## src/shared/txlo_pkg.sv

```systemverilog
// Package for the transmit launch and outcome status block
package txlo_pkg;

    // ------------------------------------------------------------
    // Register map
    // ------------------------------------------------------------
    localparam logic [7:0] TXLO_OFS_OUTCOME = 8'h60;
    localparam logic [7:0] TXLO_OFS_LAUNCH = 8'h3c;
    localparam logic [31:0] TXLO_OUTCOME_RST = 32'h0000_0000;
    localparam logic [11:0] TXLO_LAUNCH_RST = 12'h000;
    localparam int TXLO_LAUNCH_W = 12;
    localparam int TXLO_WCNT_W = 16;

    // ------------------------------------------------------------
    // Collision timing in bit times, and the collision limit
    // ------------------------------------------------------------
    localparam logic [12:0] TXLO_SLOT_BITS = 13'h1000;
    localparam logic [4:0] TXLO_MAX_COLL = 5'h10;

    // ------------------------------------------------------------
    // Types
    // ------------------------------------------------------------
    typedef struct packed {
        logic ipv4_sum_offload_enable;
        logic tcp_sum_offload_enable;
        logic udp_sum_offload_enable;
        logic notify_request_bit;
        logic [15:0] frame_tag;
    } txlo_desc_ctrl_s;

    typedef struct packed {
        logic [15:0] reported_frame_tag;
        logic [7:0] rsvd_hi;
        logic send_done_flag;
        logic notify_requested_flag;
        logic rsvd_5;
        logic send_starvation_flag;
        logic excess_retry_flag;
        logic post_slot_collision_flag;
        logic rsvd_1;
        logic send_fault_summary;
    } txlo_outcome_s;

    typedef enum logic [2:0] {
        TXLO_IDLE = 3'b000,
        TXLO_WAIT_LOAD = 3'b001,
        TXLO_SEND = 3'b010,
        TXLO_HOLD_LATE = 3'b011,
        TXLO_HOLD_EXCESS = 3'b100,
        TXLO_HOLD_STARVE = 3'b101
    } txlo_state_e;

endpackage

```

## src/rtl/txlo_top.sv

```systemverilog
// Transmit launch decision and transmit outcome status
`timescale 1ns/100ps
`default_nettype none
// Summary of operation
// - A frame starts once its loaded word count exceeds the launch level or the whole frame is loaded.
// - Any checksum offload enable makes the block wait for the whole frame instead.
// - The outcome word at 0x60 is 32 bits, resets to zero and clears when read.
// - Bit 0 is set whenever the late, excess or starvation flag is set.
// - Bit 2 is set when a collision comes after 4,096 bit times.
// - After a late collision the frame stays in the FIFO and is sent again on re-enable, unless the FIFO was cleared first.
// - Bit 3 is set when a frame fails on its 16th collision.
// - On excess collisions the frame is dropped from the FIFO.
// - On starvation bit 4 is set and transmitter and FIFO halt.
// - Bit 6 is set when the descriptor asked for a notify.
// - Every attempt rewrites the whole word and sets bit 7.
// - Bits 31 to 16 carry the tag of the reported frame.
module txlo_top
    import txlo_pkg::*;
(
    input wire logic CLK,
    input wire logic RST,
    input wire logic [7:0] REG_ADDR,
    input wire logic REG_WR,
    input wire logic REG_RD,
    input wire logic [31:0] REG_WDATA,
    output logic [31:0] REG_RDATA,
    input wire logic DESC_VALID,
    input wire txlo_desc_ctrl_s DESC_CTRL,
    input wire logic [15:0] FIFO_WORDS,
    input wire logic FIFO_FRAME_LOADED,
    input wire logic LINK_BIT_TICK,
    input wire logic LINK_COLLISION,
    input wire logic LINK_FRAME_END,
    input wire logic FIFO_STARVED,
    input wire logic TRANSMITTER_ON_SET,
    input wire logic TRANSMITTER_REINIT,
    input wire logic FIFO_CLEAR,
    output logic TX_LAUNCH,
    output logic FRAME_RELEASE,
    output logic FRAME_DISCARD,
    output logic TX_HALTED,
    output logic FIFO_HALTED
);

    // ------------------------------------------------------------
    // Declarations
    // ------------------------------------------------------------
    txlo_state_e state_q, state_d;
    logic [TXLO_LAUNCH_W-1:0] launch_q, launch_d;
    txlo_desc_ctrl_s ctrl_q, ctrl_d;
    logic have_desc_q, have_desc_d;
    logic cleared_q, cleared_d;
    logic reinit_seen_q, reinit_seen_d;
    logic launch_o_q, launch_o_d;
    logic release_q, release_d;
    logic discard_q, discard_d;
    logic halt_q, halt_d;
    logic fifo_halt_q, fifo_halt_d;
    logic [31:0] rdata_q, rdata_d;
    logic out_upd;
    txlo_outcome_s out_new;
    txlo_outcome_s out_word;
    logic late_p;
    logic excess_p;
    logic sending;
    logic rd_outcome;
    logic launch_ok;

    // ------------------------------------------------------------
    // Helpers
    // ------------------------------------------------------------
    // Offload needs the full frame for the checksum pass
    function automatic logic txlo_offload(input txlo_desc_ctrl_s c);
        txlo_offload = c.ipv4_sum_offload_enable | c.tcp_sum_offload_enable | c.udp_sum_offload_enable;
    endfunction

    function automatic logic txlo_hit(input logic [7:0] a, input logic [7:0] ofs);
        txlo_hit = (a == ofs);
    endfunction

    assign sending = (state_q == TXLO_SEND);
    assign rd_outcome = REG_RD && txlo_hit(REG_ADDR, TXLO_OFS_OUTCOME);

    // Launch gate: whole frame under offload, else whole frame or word count above the level
    always_comb begin
        if (txlo_offload(ctrl_q)) begin
            launch_ok = FIFO_FRAME_LOADED;
        end else begin
            launch_ok = FIFO_FRAME_LOADED || (FIFO_WORDS > {4'h0, launch_q});
        end
    end

    // ------------------------------------------------------------
    // Collision tracking and outcome storage
    // ------------------------------------------------------------
    txlo_coll_track u_coll (
        .clk(CLK),
        .rst(RST),
        .active(sending),
        .bit_tick(LINK_BIT_TICK),
        .collision(LINK_COLLISION),
        .late_pulse(late_p),
        .excess_pulse(excess_p)
    );

    txlo_outcome_reg u_outcome (
        .clk(CLK),
        .rst(RST),
        .update(out_upd),
        .update_word(out_new),
        .read_clear(rd_outcome),
        .word(out_word)
    );

    // ------------------------------------------------------------
    // Attempt outcome assembly
    // ------------------------------------------------------------
    // Priority: late collision, then excess, then starvation, then success
    always_comb begin
        out_new = TXLO_OUTCOME_RST;
        out_upd = 1'b0;
        if (sending) begin
            if (late_p) begin
                out_new.post_slot_collision_flag = 1'b1;
                out_upd = 1'b1;
            end else if (excess_p) begin
                out_new.excess_retry_flag = 1'b1;
                out_upd = 1'b1;
            end else if (FIFO_STARVED) begin
                out_new.send_starvation_flag = 1'b1;
                out_upd = 1'b1;
            end else if (LINK_FRAME_END) begin
                out_upd = 1'b1;
            end
        end
        out_new.send_fault_summary = out_new.post_slot_collision_flag | out_new.excess_retry_flag
            | out_new.send_starvation_flag;
        out_new.notify_requested_flag = ctrl_q.notify_request_bit;
        out_new.send_done_flag = out_upd;
        out_new.reported_frame_tag = ctrl_q.frame_tag;
    end

    // ------------------------------------------------------------
    // Register port
    // ------------------------------------------------------------
    // Upper bits of the launch level are dropped; they read as zero
    always_comb begin
        launch_d = launch_q;
        rdata_d = rdata_q;
        if (REG_WR && txlo_hit(REG_ADDR, TXLO_OFS_LAUNCH)) begin
            launch_d = REG_WDATA[TXLO_LAUNCH_W-1:0];
        end
        if (REG_RD) begin
            if (rd_outcome) begin
                rdata_d = out_word;
            end else if (txlo_hit(REG_ADDR, TXLO_OFS_LAUNCH)) begin
                rdata_d = {20'h00000, launch_q};
            end else begin
                rdata_d = 32'h0000_0000;
            end
        end
    end

    always_ff @(posedge CLK) begin
        if (RST) begin
            launch_q <= TXLO_LAUNCH_RST;
            rdata_q <= 32'h0000_0000;
        end else begin
            launch_q <= launch_d;
            rdata_q <= rdata_d;
        end
    end

    // ------------------------------------------------------------
    // Launch and recovery state machine
    // ------------------------------------------------------------
    // Descriptor control is caught at fetch and held for the whole attempt
    always_comb begin
        state_d = state_q;
        ctrl_d = ctrl_q;
        have_desc_d = have_desc_q;
        cleared_d = cleared_q;
        reinit_seen_d = reinit_seen_q;
        launch_o_d = 1'b0;
        release_d = 1'b0;
        discard_d = 1'b0;
        halt_d = halt_q;
        fifo_halt_d = fifo_halt_q;
        unique case (state_q)
            TXLO_IDLE: begin
                if (DESC_VALID) begin
                    ctrl_d = DESC_CTRL;
                    have_desc_d = 1'b1;
                    state_d = TXLO_WAIT_LOAD;
                end
            end
            TXLO_WAIT_LOAD: begin
                if (launch_ok) begin
                    state_d = TXLO_SEND;
                    launch_o_d = 1'b1;
                end
            end
            TXLO_SEND: begin
                launch_o_d = 1'b1;
                if (late_p) begin
                    launch_o_d = 1'b0;
                    halt_d = 1'b1;
                    cleared_d = 1'b0;
                    state_d = TXLO_HOLD_LATE;
                end else if (excess_p) begin
                    launch_o_d = 1'b0;
                    halt_d = 1'b1;
                    discard_d = 1'b1;
                    state_d = TXLO_HOLD_EXCESS;
                end else if (FIFO_STARVED) begin
                    launch_o_d = 1'b0;
                    halt_d = 1'b1;
                    fifo_halt_d = 1'b1;
                    reinit_seen_d = 1'b0;
                    state_d = TXLO_HOLD_STARVE;
                end else if (LINK_FRAME_END) begin
                    launch_o_d = 1'b0;
                    release_d = 1'b1;
                    have_desc_d = 1'b0;
                    state_d = TXLO_IDLE;
                end
            end
            TXLO_HOLD_LATE: begin
                // Frame stays queued unless software flushes the FIFO first
                if (FIFO_CLEAR) begin
                    cleared_d = 1'b1;
                end
                if (TRANSMITTER_ON_SET) begin
                    halt_d = 1'b0;
                    if (cleared_q || FIFO_CLEAR) begin
                        discard_d = 1'b1;
                        have_desc_d = 1'b0;
                        state_d = TXLO_IDLE;
                    end else begin
                        state_d = TXLO_WAIT_LOAD;
                    end
                end
            end
            TXLO_HOLD_EXCESS: begin
                if (TRANSMITTER_ON_SET) begin
                    halt_d = 1'b0;
                    have_desc_d = 1'b0;
                    state_d = TXLO_IDLE;
                end
            end
            TXLO_HOLD_STARVE: begin
                // Both controls must be seen, reinit first or together; an on set before reinit is not kept
                if (TRANSMITTER_REINIT) begin
                    reinit_seen_d = 1'b1;
                end
                if (TRANSMITTER_ON_SET && (reinit_seen_q || TRANSMITTER_REINIT)) begin
                    halt_d = 1'b0;
                    fifo_halt_d = 1'b0;
                    discard_d = 1'b1;
                    have_desc_d = 1'b0;
                    state_d = TXLO_IDLE;
                end
            end
            default: begin
                state_d = TXLO_IDLE;
            end
        endcase
    end

    always_ff @(posedge CLK) begin
        if (RST) begin
            state_q <= TXLO_IDLE;
            ctrl_q <= '0;
            have_desc_q <= 1'b0;
            cleared_q <= 1'b0;
            reinit_seen_q <= 1'b0;
            launch_o_q <= 1'b0;
            release_q <= 1'b0;
            discard_q <= 1'b0;
            halt_q <= 1'b0;
            fifo_halt_q <= 1'b0;
        end else begin
            state_q <= state_d;
            ctrl_q <= ctrl_d;
            have_desc_q <= have_desc_d;
            cleared_q <= cleared_d;
            reinit_seen_q <= reinit_seen_d;
            launch_o_q <= launch_o_d;
            release_q <= release_d;
            discard_q <= discard_d;
            halt_q <= halt_d;
            fifo_halt_q <= fifo_halt_d;
        end
    end

    // ------------------------------------------------------------
    // Outputs
    // ------------------------------------------------------------
    assign REG_RDATA = rdata_q;
    assign TX_LAUNCH = launch_o_q;
    assign FRAME_RELEASE = release_q;
    assign FRAME_DISCARD = discard_q;
    assign TX_HALTED = halt_q;
    assign FIFO_HALTED = fifo_halt_q;
endmodule
`default_nettype wire

```

## src/rtl/txlo_coll_track.sv

```systemverilog
// Collision tracker: slot time and collision count for one frame
`timescale 1ns/100ps
`default_nettype none
module txlo_coll_track
    import txlo_pkg::*;
(
    input wire logic clk,
    input wire logic rst,
    input wire logic active,
    input wire logic bit_tick,
    input wire logic collision,
    output logic late_pulse,
    output logic excess_pulse
);
    logic [12:0] bits_q, bits_d;
    logic [4:0] coll_q, coll_d;
    logic late_q, late_d;
    logic excess_q, excess_d;

    // ------------------------------------------------------------
    // Counting
    // ------------------------------------------------------------
    // Bit counter saturates at the slot time so it never wraps on jumbo frames
    always_comb begin
        bits_d = bits_q;
        coll_d = coll_q;
        late_d = 1'b0;
        excess_d = 1'b0;
        if (!active) begin
            bits_d = '0;
            coll_d = '0;
        end else begin
            if (bit_tick && bits_q < TXLO_SLOT_BITS) begin
                bits_d = bits_q + 13'h0001;
            end
            if (collision) begin
                if (bits_q >= TXLO_SLOT_BITS) begin
                    late_d = 1'b1;
                end else if (coll_q == TXLO_MAX_COLL - 5'h01) begin
                    excess_d = 1'b1;
                    coll_d = TXLO_MAX_COLL;
                end else begin
                    coll_d = coll_q + 5'h01;
                    bits_d = '0; // Retry restarts the slot window
                end
            end
        end
    end

    always_ff @(posedge clk) begin
        if (rst) begin
            bits_q <= '0;
            coll_q <= '0;
            late_q <= 1'b0;
            excess_q <= 1'b0;
        end else begin
            bits_q <= bits_d;
            coll_q <= coll_d;
            late_q <= late_d;
            excess_q <= excess_d;
        end
    end

    assign late_pulse = late_q;
    assign excess_pulse = excess_q;
endmodule
`default_nettype wire

```

## src/rtl/txlo_outcome_reg.sv

```systemverilog
// Clear-on-read transmit outcome word
`timescale 1ns/100ps
`default_nettype none
module txlo_outcome_reg
    import txlo_pkg::*;
(
    input wire logic clk,
    input wire logic rst,
    input wire logic update,
    input wire txlo_outcome_s update_word,
    input wire logic read_clear,
    output txlo_outcome_s word
);
    txlo_outcome_s word_q, word_d;

    // ------------------------------------------------------------
    // Storage
    // ------------------------------------------------------------
    // A fresh outcome beats the read clear so no attempt result is lost
    always_comb begin
        word_d = word_q;
        if (update) begin
            word_d = update_word;
        end else if (read_clear) begin
            word_d = TXLO_OUTCOME_RST;
        end
    end

    always_ff @(posedge clk) begin
        if (rst) begin
            word_q <= TXLO_OUTCOME_RST;
        end else begin
            word_q <= word_d;
        end
    end

    assign word = word_q;
endmodule
`default_nettype wire

```

## config.mk

```make
export PLATFORM = sky130hd
export DESIGN_NAME = txlo_top
export DESIGN_NICKNAME = d
export VERILOG_FILES = /design/src/shared/txlo_pkg.sv /design/src/rtl/txlo_top.sv /design/src/rtl/txlo_coll_track.sv /design/src/rtl/txlo_outcome_reg.sv
export SDC_FILE = /design/constraint.sdc
export NUM_CORES = 1
export LEC_CHECK = 0
export BUFFER_PORTS_ARGS = -buffer_cell sky130_fd_sc_hd__buf_2
export CELL_PAD_IN_SITES_DETAIL_PLACEMENT = 1
export CELL_PAD_IN_SITES_GLOBAL_PLACEMENT = 2
export CORE_MARGIN = 10
export CORE_UTILIZATION = 27
export DETAILED_ROUTE_END_ITERATION = 10
export PLACE_DENSITY_LB_ADDON = 0.15
export SETUP_SLACK_MARGIN = 0.5
export SKIP_LAST_GASP = 1
export SYNTH_ARGS = -nofsm -noshare
export SYNTH_HDL_FRONTEND = slang
export SYNTH_SLANG_ARGS = --single-unit
```

## constraint.sdc

```tcl
create_clock -name CLK -period 1.9 [get_ports CLK]
set_clock_uncertainty 0.15 [all_clocks]
set_input_delay 0.38 -clock CLK [delete_from_list [all_inputs] [get_ports CLK]]
set_output_delay 0.38 -clock CLK [all_outputs]
set_load 0.05 [all_outputs]
```

==> impl_results.md <==
- Top cells by area, synth: dfxtp_1 47%, a21oi_1 8.5%, nand2_1 6.6%, nor2_1 5.9%, ha_1 4.2%
- CP Max Fanout: 2
- # fillers: 1962
- Maximum VDD drop: 0.4702 mV
- Post-Synth Adder-Cell Area: 4.236%
- First-pass GRT wire length: 25720 um
- Register Area: 0.002312 mm^2
- Worst skew pair latency: 360 ps
- Crit path capture type: flip-flop
- Worst-path clk slew: around 80 ps
- Total Power: 5782 uW
- Multi-input logic area: 0.002993 mm^2
- Syn Std Cell Area: 0.004726 mm^2
- Drt pass-1 iters: 4
- Worst slew margin: 67.82%
- # Max-Cap Violations: 0
- Vias: 4451
- Worst path bufs/invs: 2
- Max Clk Rate: 0.4992 GHz
- DRT Wirelength: 15420 um
- Synth unique cells: 45
- Antenna violations before repair: 0
- P per Cell Area: 781.8 mW/mm^2
- WHS Path Cells: 3
- Xor and xnor area share after synthesis: around 1.9%
- Diodes inserted: 0
- Worst endpoint required time: around 2000 ps
- Critical path class: flip-flop to flip-flop
- Multiplexer share of the synthesized area: 0%
- CTS buffer count: 9
- TritonCTS clock tree: yes
- Die Wd: roughly 150 um
- FF+latch count, synth: 112
- Asr flop ratio synth: 0%
- Final-stage net count: 819
- CTS root buf: clkbuf_16
- H-tree depth: 3
- Die Height: 152.3 um
- Cell taking the most area after synthesis: dfxtp_1
- RSZ-0062 raised after global routing: true
- Setup ws final: -103.2 ps
- Drt initial violations: approximately 120
- Critical path cell sequence: inv_2 -> ha_4 -> a211oi_4 -> o21ai_1 -> o311a_4 -> nor3b_4 -> buf_4 -> a211oi_2
- Hold_sp: REG_WDATA[11]
- Site Rows: 48
- HPWL Detailed: approximately 11000 um
- Total global-route track usage: 13.24%
- Syn_area_per_cell: 8.247 um^2
- Core ar.: between 0.015 and 0.02 mm^2
- Detail Route Antenna Nets: 0
- Share of cells above drive strength 1: 52.57%
- Comb power frac: 24.1%
- Status: complete, but fails checks
- Least-Margin Pin Slew: 470.5 ps
- YS warnings: 0
- Sequential-to-total area share from yosys stat: between 40 and 50%
- DR WL/cell: roughly 16 um
- R2r startpoint: launch_q[9]
- Synth top cells by count: 112 x dfxtp_1, 83 x nand2_1, 80 x a21oi_1, 74 x nor2_1, 25 x a22oi_1
- Clock sink total: 112
- Post-synth EDFFs: 0
- Synth-to-layout area growth: 56.50%
- Tcrit/Tclk final: 105.4%
- Vias/cell: 4.715
- IO Pins: 126
- Flop pwr share: 45.0%
- Startpoint Class: flip-flop
- Pin count of the biggest net entering global routing: 83
- Global route total overflow: 0
- Total net switching power: 1748 uW
- Gp weighted congestion: about 0.75
- Failing checks: negative setup slack
- Delay-heaviest family, CP: compound AO/OA/AOI/OAI gates
- Crit path largest cell delay: 420 ps
- P_int: 4034 uW
- Fin. Hold Viols: 0
- Dpl ws: -337.2 ps
- Drt drc: 0
- R2R setup slack: -100 ps
- Most common cell in the synthesized netlist: dfxtp_1
- R2r endpoint: state_q[1]
- Hold EP: launch_q[11]
- Switching portion of total power: 30.23%
- Worst Hold Class: input port to flip-flop
- Worst Path Arrival: 2090 ps
- Synth top area share: 47.45%
- Initial core utilization: 27.42%
- FF-to-FF path depth: 8
- Largest family of logic cells by synthesized area: simple AND/OR/NAND/NOR gates
- Top_reg_cell synth: dfxtp_1
- Lkg Pwr: roughly 0.0027 uW
- Worst hold slack: 103.0 ps
- Vias in the first global route: 5047
- Synth Instances: roughly 570
- Min Tclk post-route: about 2000 ps
- Simple-Gate Fraction of Synth Area: about a quarter
- Compound-Gate Fraction of Synth Area: 16.42%
- Max Slew Vio Count: 0
- Total die area: approximately 0.023 mm^2
- Worst path slowest cell: o311a_4
- Final setup vio count: 3
- Clock power frac: a little under a third
- Max Buffers Root-to-Sink: 2
- I/O Buffers: approximately 100
[worst reg2reg max path, stage by stage (launching register included)]
cell      delay [ps]
dfxtp_2          350
inv_2             50
ha_4             220
a211oi_4         220
o21ai_1          110
o311a_4          420
nor3b_4          200
buf_4            140
a211oi_2          30
[flip-flops by register name, summed over array words and instances, names as in the netlist, 3 cells and up]
| name | flops |
|---|---|
| REG_RDATA | 28 |
| u_outcome.word | 22 |
| launch_q | 12 |
| u_coll.coll_q | 5 |
| ctrl_q | 20 |
| u_coll.bits_q | 13 |
| state_q | 3 |
[logic make-up after synthesis]
family | after synthesis
and+or+nand+nor | 244
AOI/OAI and AO/OA | 132
DFF | 112
buffers and inverters | 58
adders and majority gates | 16
xor gates and xnor gates | 10
other | 1
[final cells by class]
class / instances / area share, %
flip-flops and latches: 112 / 31.26
inverters: 21 / 1.100
well taps: 225 / 3.806
clock inverters: 7 / 0.6429
clock buffers: 9 / 3.045
repair buffers: 163 / 19.68
multi-input cells: 407 / 40.47
[metrics by stage]
step                utilization (%)  instance area [um^2]  instances  TNS (ps)
CTS                           41.05                  7076        934    -230.9
global route                  42.91                  7396        944    -484.8
detailed placement            35.47                  6115        909     -1607
floorplan                         -                  5177        576    -22.15
finish                        42.91                  7396        944    -244.9
global placement              35.47                  6115        909     -1236
[power groups by stage]
stage	Combinational, uW	Sequential [uW]	Clock (uW)
after floorplan	711	2660	0
after global placement	1180	2640	0
after detailed placement	1200	2640	0
after CTS	1340	2600	1870
after global routing	1530	2620	1960
final	1390	2600	1790
[placed cells by master (no fill, tap or decap), types with 3 or more instances in the layout]
master	synthesis	layout
clkinv_2	0	3
buf_2	9	65
buf_8	0	29
inv_2	0	10
ha_1	16	3
buf_12	0	8
a21oi_1	80	46
and2_4	0	3
dfxtp_2	0	50
a211oi_2	0	5
conb_1	1	4
nand3_1	10	4
nand2_1	83	70
clkbuf_16	0	9
xor2_1	8	8
nor2_2	1	3
inv_1	21	10
a21oi_2	0	34
a211oi_1	9	3
buf_4	4	45
o21ai_1	1	3
o21ai_0	8	4
ha_4	0	13
nor2b_4	0	4
nand4_1	7	7
a22oi_2	0	23
buf_6	0	15
nor3_1	7	4
and3_1	6	4
dfxtp_1	112	60
nand3_2	0	6
nand2b_1	10	8
nor2b_1	23	18
nor2_1	74	70
nand2_2	0	11
[layer usage]
| layer | track usage [%] | up-vias | routed length [um] |
|---|---|---|---|
| li1 | - | 2211 | - |
| met1 | 14.85 | 2176 | 6604 |
| met2 | 24.56 | 53 | 8228 |
| met3 | 2.992 | 11 | 433 |
| met4 | 3.255 | 0 | 151 |
| met5 | 0 | - | 0 |
[worst max-delay path by stage]
stage	end	from	cells after the start
CTS	state_q[0]	launch_q[11]	8
floorplan	state_q[0]	FIFO_WORDS[14]	6
detailed placement	state_q[0]	FIFO_WORDS[7]	8
finish	state_q[1]	launch_q[9]	8
global route	state_q[0]	launch_q[0]	7
global placement	state_q[0]	FIFO_WORDS[1]	8
[repair_timing]
| action | CTS | global route |
|---|---|---|
| resized for setup | 183 | 66 |
| buffers inserted | 7 | 10 |
| endpoints found under the hold margin | 0 | 0 |
| endpoints found under the setup margin | 136 | 137 |
| hold buffers | 0 | 0 |
| pin swaps | 26 | 19 |
| cloned | 2 | 0 |
(Power assumes the default switching activity.)
